### src/ssw_defines.svh
// Timing and index constants for the supply supervisor watchdog
`ifndef SSW_DEFINES_SVH
`define SSW_DEFINES_SVH
// ----------------------------------------------------------------
// Timing
// ----------------------------------------------------------------
`define SSW_CLK_KHZ 200000
`define SSW_CLK_PERIOD_NS 5
`define SSW_TIMEOUT_MS 100
`define SSW_TIMEOUT_CYC (`SSW_TIMEOUT_MS * `SSW_CLK_KHZ)
`define SSW_DEBOUNCE_DIV 64
`define SSW_DIP_MIN_NS 10000
`define SSW_DIP_MIN_CYC ((`SSW_DIP_MIN_NS + `SSW_CLK_PERIOD_NS - 1) / `SSW_CLK_PERIOD_NS)
// ----------------------------------------------------------------
// Synchroniser bit positions
// ----------------------------------------------------------------
`define SSW_IN_SUPPLY 0
`define SSW_IN_HIGH 1
`define SSW_IN_WARN 2
`define SSW_IN_FAIL 3
`define SSW_IN_KICK 4
`define SSW_IN_WIDTH 5
// ----------------------------------------------------------------
// Reset values
// ----------------------------------------------------------------
`define SSW_HOLD_RESET 1'b1
`define SSW_SAVE_N_RESET 1'b0
`endif

### src/ssw_pkg.sv
// Types for the supply supervisor watchdog
package ssw_pkg;
  typedef enum logic [3:0] {
    SSW_OFF      = 4'h1,
    SSW_DEBOUNCE = 4'h2,
    SSW_POR      = 4'h4,
    SSW_RUN      = 4'h8
  } ssw_state_type;
endpackage

### src/ssw_supervisor.sv
// Supply supervisor with self recovering watchdog timer
`timescale 1ns/100ps
// Contract
// - Rail below activation holds both resets and warning active, sense ignored.
// - Rail lost disables timer and sense monitoring, forces all outputs active.
// - Rail good and sense high: release warning, start timer, release resets after timeout.
// - Sense below warn asserts warning until sense rises above high level.
// - Sense below fail asserts both resets and halts the timer.
// - After fail drop, new power-up starts when sense rises above high level.
// - Timer expiry drives resets even while supply levels are good.
// - Sense good before rail defers power-on until the rail is good.
// - Timeout period defaults to 100 ms, carried as a parameter.
// - Power-on condition debounced for one sixty-fourth of the timeout.
// - Debounce restarts on any sense dip sampled at a clock edge, including dips shorter than 10 us.
// - Two reset outputs, same condition, opposite polarity.
// - Host kicks before timeout; falling edge zeroes timer and releases resets.
// - Unkicked resets toggle each timeout, square wave starting inactive.
// - Kicks ignored until the power-on delay has finished.
// - Fail drop overrides timer at once; kicks ignored until power-up completes.
`include "ssw_defines.svh"
module ssw_supervisor #(
  parameter int unsigned TIMEOUT_CYCLES = `SSW_TIMEOUT_CYC,
  parameter int unsigned DEBOUNCE_CYCLES = TIMEOUT_CYCLES / `SSW_DEBOUNCE_DIV
) (
  input wire logic CLK,
  input wire logic RST_N,
  input wire logic SUPPLY_GOOD_LEVEL,
  input wire logic SENSE_HIGH_LEVEL,
  input wire logic SENSE_WARN_LEVEL,
  input wire logic SENSE_FAIL_LEVEL,
  input wire logic KICK_CLEAR_N,
  output logic SYS_HOLD_OUT,
  output logic SYS_HOLD_OUT_N,
  output logic SAVE_N
);
  // ----------------------------------------------------------------
  // Input synchronisers
  // ----------------------------------------------------------------
  logic [`SSW_IN_WIDTH-1:0] meta_q;
  logic [`SSW_IN_WIDTH-1:0] sync_q;
  logic [`SSW_IN_WIDTH-1:0] sync_d;
  logic kick_prev_q;
  logic kick_prev_d;

  always_comb begin
    sync_d = {KICK_CLEAR_N, SENSE_FAIL_LEVEL, SENSE_WARN_LEVEL, SENSE_HIGH_LEVEL, SUPPLY_GOOD_LEVEL};
    kick_prev_d = sync_q[`SSW_IN_KICK];
  end

  always_ff @(posedge CLK) begin
    if (!RST_N) begin
      meta_q <= 5'h00;
      sync_q <= 5'h00;
      kick_prev_q <= 1'b0;
    end else begin
      meta_q <= sync_d;
      sync_q <= meta_q;
      kick_prev_q <= kick_prev_d;
    end
  end

  logic supply_ok;
  logic high_ok;
  logic warn_ok;
  logic fail_ok;
  logic kick_fall;
  logic live_ok;

  assign supply_ok = sync_q[`SSW_IN_SUPPLY];
  assign high_ok = sync_q[`SSW_IN_HIGH];
  assign warn_ok = sync_q[`SSW_IN_WARN];
  assign fail_ok = sync_q[`SSW_IN_FAIL];
  assign kick_fall = kick_prev_q & ~sync_q[`SSW_IN_KICK];
  assign live_ok = supply_ok & fail_ok;

  // ----------------------------------------------------------------
  // Sequencer and timeout timer
  // ----------------------------------------------------------------
  ssw_pkg::ssw_state_type state_q;
  ssw_pkg::ssw_state_type state_d;
  logic [31:0] cnt_q;
  logic [31:0] cnt_d;
  logic hold_q;
  logic hold_d;
  logic hold_n_q;
  logic hold_n_d;
  logic save_n_q;
  logic save_n_d;
  logic [31:0] to_last;
  logic [31:0] db_last;

  assign to_last = 32'(TIMEOUT_CYCLES - 1);
  assign db_last = 32'(DEBOUNCE_CYCLES - 1);

  always_comb begin
    state_d = state_q;
    cnt_d = cnt_q;
    hold_d = hold_q;
    save_n_d = save_n_q;
    unique case (state_q)
      ssw_pkg::SSW_OFF: begin
        hold_d = 1'b1;
        save_n_d = 1'b0;
        cnt_d = 32'h0000_0000;
        if (supply_ok && high_ok) begin
          state_d = ssw_pkg::SSW_DEBOUNCE;
        end
      end
      ssw_pkg::SSW_DEBOUNCE: begin
        if (!(supply_ok && high_ok)) begin
          state_d = ssw_pkg::SSW_OFF;
          cnt_d = 32'h0000_0000;
        end else if (cnt_q >= db_last) begin
          state_d = ssw_pkg::SSW_POR;
          save_n_d = 1'b1;
          cnt_d = 32'h0000_0000;
        end else begin
          cnt_d = cnt_q + 32'h0000_0001;
        end
      end
      ssw_pkg::SSW_POR: begin
        // Kicks have no effect here
        if (cnt_q >= to_last) begin
          state_d = ssw_pkg::SSW_RUN;
          hold_d = 1'b0;
          cnt_d = 32'h0000_0000;
        end else begin
          cnt_d = cnt_q + 32'h0000_0001;
        end
      end
      ssw_pkg::SSW_RUN: begin
        if (kick_fall) begin
          hold_d = 1'b0;
          cnt_d = 32'h0000_0000;
        end else if (cnt_q >= to_last) begin
          hold_d = ~hold_q;
          cnt_d = 32'h0000_0000;
        end else begin
          cnt_d = cnt_q + 32'h0000_0001;
        end
      end
    endcase
    if (state_q != ssw_pkg::SSW_OFF) begin
      if (!warn_ok) begin
        save_n_d = 1'b0;
      end else if (high_ok && state_q != ssw_pkg::SSW_DEBOUNCE) begin
        save_n_d = 1'b1;
      end
      if (!live_ok) begin
        state_d = ssw_pkg::SSW_OFF;
        hold_d = 1'b1;
        save_n_d = 1'b0;
        cnt_d = 32'h0000_0000;
      end
    end
    hold_n_d = ~hold_d;
  end

  always_ff @(posedge CLK) begin
    if (!RST_N) begin
      state_q <= ssw_pkg::SSW_OFF;
      cnt_q <= 32'h0000_0000;
      hold_q <= `SSW_HOLD_RESET;
      hold_n_q <= ~`SSW_HOLD_RESET;
      save_n_q <= `SSW_SAVE_N_RESET;
    end else begin
      state_q <= state_d;
      cnt_q <= cnt_d;
      hold_q <= hold_d;
      hold_n_q <= hold_n_d;
      save_n_q <= save_n_d;
    end
  end

  assign SYS_HOLD_OUT = hold_q;
  assign SYS_HOLD_OUT_N = hold_n_q;
  assign SAVE_N = save_n_q;
endmodule // ssw_supervisor

### config.mk
export PLATFORM = sky130hd
export DESIGN_NAME = ssw_supervisor
export DESIGN_NICKNAME = d
export VERILOG_FILES = /design/src/ssw_pkg.sv /design/src/ssw_supervisor.sv
export VERILOG_INCLUDE_DIRS = /design/src
export SDC_FILE = /design/constraint.sdc
export NUM_CORES = 1
export LEC_CHECK = 0
export ABC_CLOCK_PERIOD_IN_PS = 2500
export BUFFER_PORTS_ARGS = -buffer_cell sky130_fd_sc_hd__buf_2
export CAP_MARGIN = 20
export CORE_MARGIN = 5
export CORE_UTILIZATION = 60
export CTS_CLUSTER_DIAMETER = 80
export CTS_CLUSTER_SIZE = 25
export DETAILED_ROUTE_END_ITERATION = 10
export MAX_ROUTING_LAYER = met4
export PLACE_DENSITY_LB_ADDON = 0.25
export SYNTH_ARGS = -nofsm -noshare
export SYNTH_HDL_FRONTEND = slang
export SYNTH_SLANG_ARGS = --single-unit
### constraint.sdc
create_clock -name CLK -period 2.5 [get_ports CLK]
set_input_delay 0.625 -clock CLK [delete_from_list [all_inputs] [get_ports CLK]]
set_output_delay 0.625 -clock CLK [all_outputs]
set_load 0.05 [all_outputs]
==> flow_metrics.env <==
export IMPL_cp_buffers_inverters=0
export IMPL_use_met1_pct=24.7
export IMPL_max_cap_violations=0
export IMPL_cts_root_buf="clkbuf_8"
export IMPL_final_nets=266
export IMPL_place_congestion=0.847
export IMPL_grt_pass1_wl_um=7510
export IMPL_fillers=310
export IMPL_fp_dieW_um=71.2
export IMPL_period_share_pct=92.9
export IMPL_die_height_um=71.2
export IMPL_routed_wl_um=4180
export IMPL_clock_skew_final_ns=0.00870
export IMPL_min_path_type="reg2reg"
export IMPL_wl_per_cell_um=13.7
export IMPL_cts_tree="done"
export IMPL_hold_viol=0
export IMPL_dieArea_mm2=0.00507
export IMPL_cp_slowest_stage_delay_ns=0.39
export IMPL_place_area_mm2=0.00234
export IMPL_start_util_pct=61.8
export IMPL_max_freq_mhz=430
export IMPL_yosysSeqAreaShare_pct=44.6
export IMPL_netlist_area_mm2=0.00225
export IMPL_synth_top_family_by_area="simple AND/OR/NAND/NOR gates"
export IMPL_crit_fanout=4
export IMPL_synth_warnings=0
export IMPL_synth_simple_gate_area_share_pct=23.3
export IMPL_cellLeakagePower_nw=0.811
export IMPL_vias=1747
export IMPL_synth_area_per_cell_um2=9.20
export IMPL_synth_xor_area_share_pct=9.36
export IMPL_syn_to_final_growth_pct=8.58
export IMPL_clk_pin_slew_worst_paths_ns=0.10
export IMPL_grt_usage_pct=18.7
export IMPL_cp_data_arrival_time_ns=2.53
export IMPL_busiest_layer="met2"
export IMPL_maxSlewViolCount=0
export IMPL_pin_count=10
export IMPL_path_class="reg2reg"
export IMPL_core_mm2=0.00363
export IMPL_end_kind="flop"
export IMPL_floorplan_rows=22
export IMPL_synth_compound_area_share_pct=17.2
export IMPL_dr_pass1_iters=4
export IMPL_muxShareOfSynthArea_pct=0.446
export IMPL_cts_sinks=50
export IMPL_synthFlopType="dfxtp_1"
export IMPL_worst_hold_slack_ns=0.424
export IMPL_rsz0062_at_grt="false"
export IMPL_grt_max_degree=26
export IMPL_clockBufferDepth=2
export IMPL_num_antenna_cells=0
export IMPL_design_area_mm2=0.00244
export IMPL_async_flop_share_pct=0
export IMPL_drive_gt1_share_pct=13.2
export IMPL_synth_distinct_cells=41
export IMPL_required_ns=2.70
export IMPL_max_vdd_ir_drop_uv=482
export IMPL_overflow=0
export IMPL_syn_inst=244
export IMPL_cp_cell_sequence="ha_2, nand3_1, o2111ai_1, a31oi_1, or2_2, ha_1, nor2_1, nand2_1, o2111ai_1, or2_2"
export IMPL_antenna_left=0
export IMPL_start_kind="flop"
export IMPL_antenna_found_initial=0
export IMPL_drt_iter0_drc=112
export IMPL_slew_headroom_pct=27.2
export IMPL_cp_top_family="simple AND/OR/NAND/NOR gates"
export IMPL_holdBufCountCts=0
export IMPL_ys_ff_latch=50
export IMPL_avgViaCountPerCell=5.71
export IMPL_drc=0
export IMPL_insertion_delay_ns=0.30
export IMPL_finalSetupViolCount=0
export IMPL_port_buffer_count=9
export IMPL_synth_adder_area_share_pct=1.11
export IMPL_p_per_area_mw_per_mm2=550
export IMPL_place_hpwl_um=2770
export IMPL_globalRouteMet3Util_pct=5.11
export IMPL_setup_tns_ns=0
export IMPL_post_route_min_period_ns=2.32
export IMPL_worst_pin_slew_ns=1.09
export IMPL_cts_made_buffers=5
export IMPL_status="finished, final reports clean"
export IMPL_grt_pass1_vias=1642
export IMPL_postCtsSetupBuffers=0
export IMPL_synth_edf_count=0
export IMPL_cpMaxStageDelayCell="dfxtp_1"
export IMPL_cts_htree_levels=2
export IMPL_grtUsageMet2_pct=27.8
==> metal layers <==
layer  vias to the layer above  wire [um]
li1                        905          -
met1                       808       2020
met2                        26       1930
met3                         8        140
met4                         0         85
met5                         -          0
==> cell usage in the layout (no fill, tap or decap), types with 2 or more instances in the layout <==
cell	instances
xor2_1	16
nor3_2	2
nor2_1	15
inv_1	6
and4_1	2
clkbuf_8	5
nor3_1	9
o21ai_0	10
buf_2	9
a211oi_1	25
a21oi_1	3
xnor2_1	8
and2_1	13
conb_1	7
dfxtp_1	50
nor4_1	4
nand3_1	17
nand2_1	19
o2111ai_1	4
nand4_1	6
buf_4	3
or2_2	2
==> final timing paths <==
| kind | start | to | slack (ns) | cells after the start |
|---|---|---|---|---|
| setup / recovery | cnt_q[0] | SYS_HOLD_OUT | 0.18 | 10 |
| hold / removal | meta_q[2] | sync_q[2] | 0.42 | 1 |
| setup reg to reg | cnt_q[0] | SYS_HOLD_OUT | 0.18 | 10 |
| hold reg to reg | meta_q[2] | sync_q[2] | 0.42 | 1 |
==> power by group <==
part / internal (mW) / switching [mW] / total (mW)
logic: 0.0114 / 0.0119 / 0.0233
clock network: 0.210 / 0.292 / 0.502
registers: 0.810 / 0.00604 / 0.816
total: 1.03 / 0.310 / 1.34
==> stage by stage <==
| stage | setup WS [ns] | power [mW] | utilization (%) | instances |
|---|---|---|---|---|
| detailed placement | 0.185 | 0.858 | 64.4 | 298 |
| global placement | 0.241 | 0.857 | 64.4 | 298 |
| global route | 0.0109 | 1.40 | 67.1 | 306 |
| floorplan | 0.201 | 0.850 | - | 250 |
| CTS | 0.170 | 1.36 | 67.0 | 306 |
| finish | 0.177 | 1.34 | 67.1 | 306 |
==> kinds of logic (layout without fill, tap and decap cells) <==
group / count (synthesis) / after routing
and+or+nand+nor: 95 / 95
other: 1 / 7
AOI/OAI and AO/OA: 53 / 53
adders and majority gates: 2 / 2
xor gates and xnor gates: 24 / 24
DFF: 50 / 50
buffers and inverters: 18 / 26
muxes: 1 / 1
==> cells in the mapped netlist (3+ instances only) <==
cell	number	area, um^2
o21ai_0	10	50.1
nand4_1	6	37.5
inv_1	6	22.5
nor2_1	15	56.3
and2_1	13	81.3
a21oi_1	3	15.0
clkbuf_1	4	15.0
nor3_1	9	45.0
nand3_1	17	85.1
o2111ai_1	5	43.8
dfxtp_1	50	1000
nand2_1	19	71.3
nor4_1	4	25.0
xnor2_1	8	70.1
xor2_1	16	140
buf_2	6	30.0
a211oi_1	25	188
==> state kept, by name (all words and copies together) (netlist names) <==
signal	flops
cnt_q	32
meta_q	5
sync_q	5
state_q	4
SAVE_N	1
SYS_HOLD_OUT	1
SYS_HOLD_OUT_N	1
kick_prev_q	1
==> repair_timing <==
item                       CTS  global route
hold endpoints to repair     0             0
gates resized for setup      0             1
setup endpoints to repair    0             1
==> layout make-up <==
type / instances / area [um^2] / area share (%)
multi-input cells: 182 / 1190 / 48.8
flip-flops and latches: 50 / 1000 / 41.0
clock buffers: 5 / 68.8 / 2.82
repair buffers: 12 / 67.6 / 2.77
well taps: 48 / 60.1 / 2.46
clock inverters: 3 / 28.8 / 1.18
inverters: 6 / 22.5 / 0.924
Power figures use the tool's default switching activity.
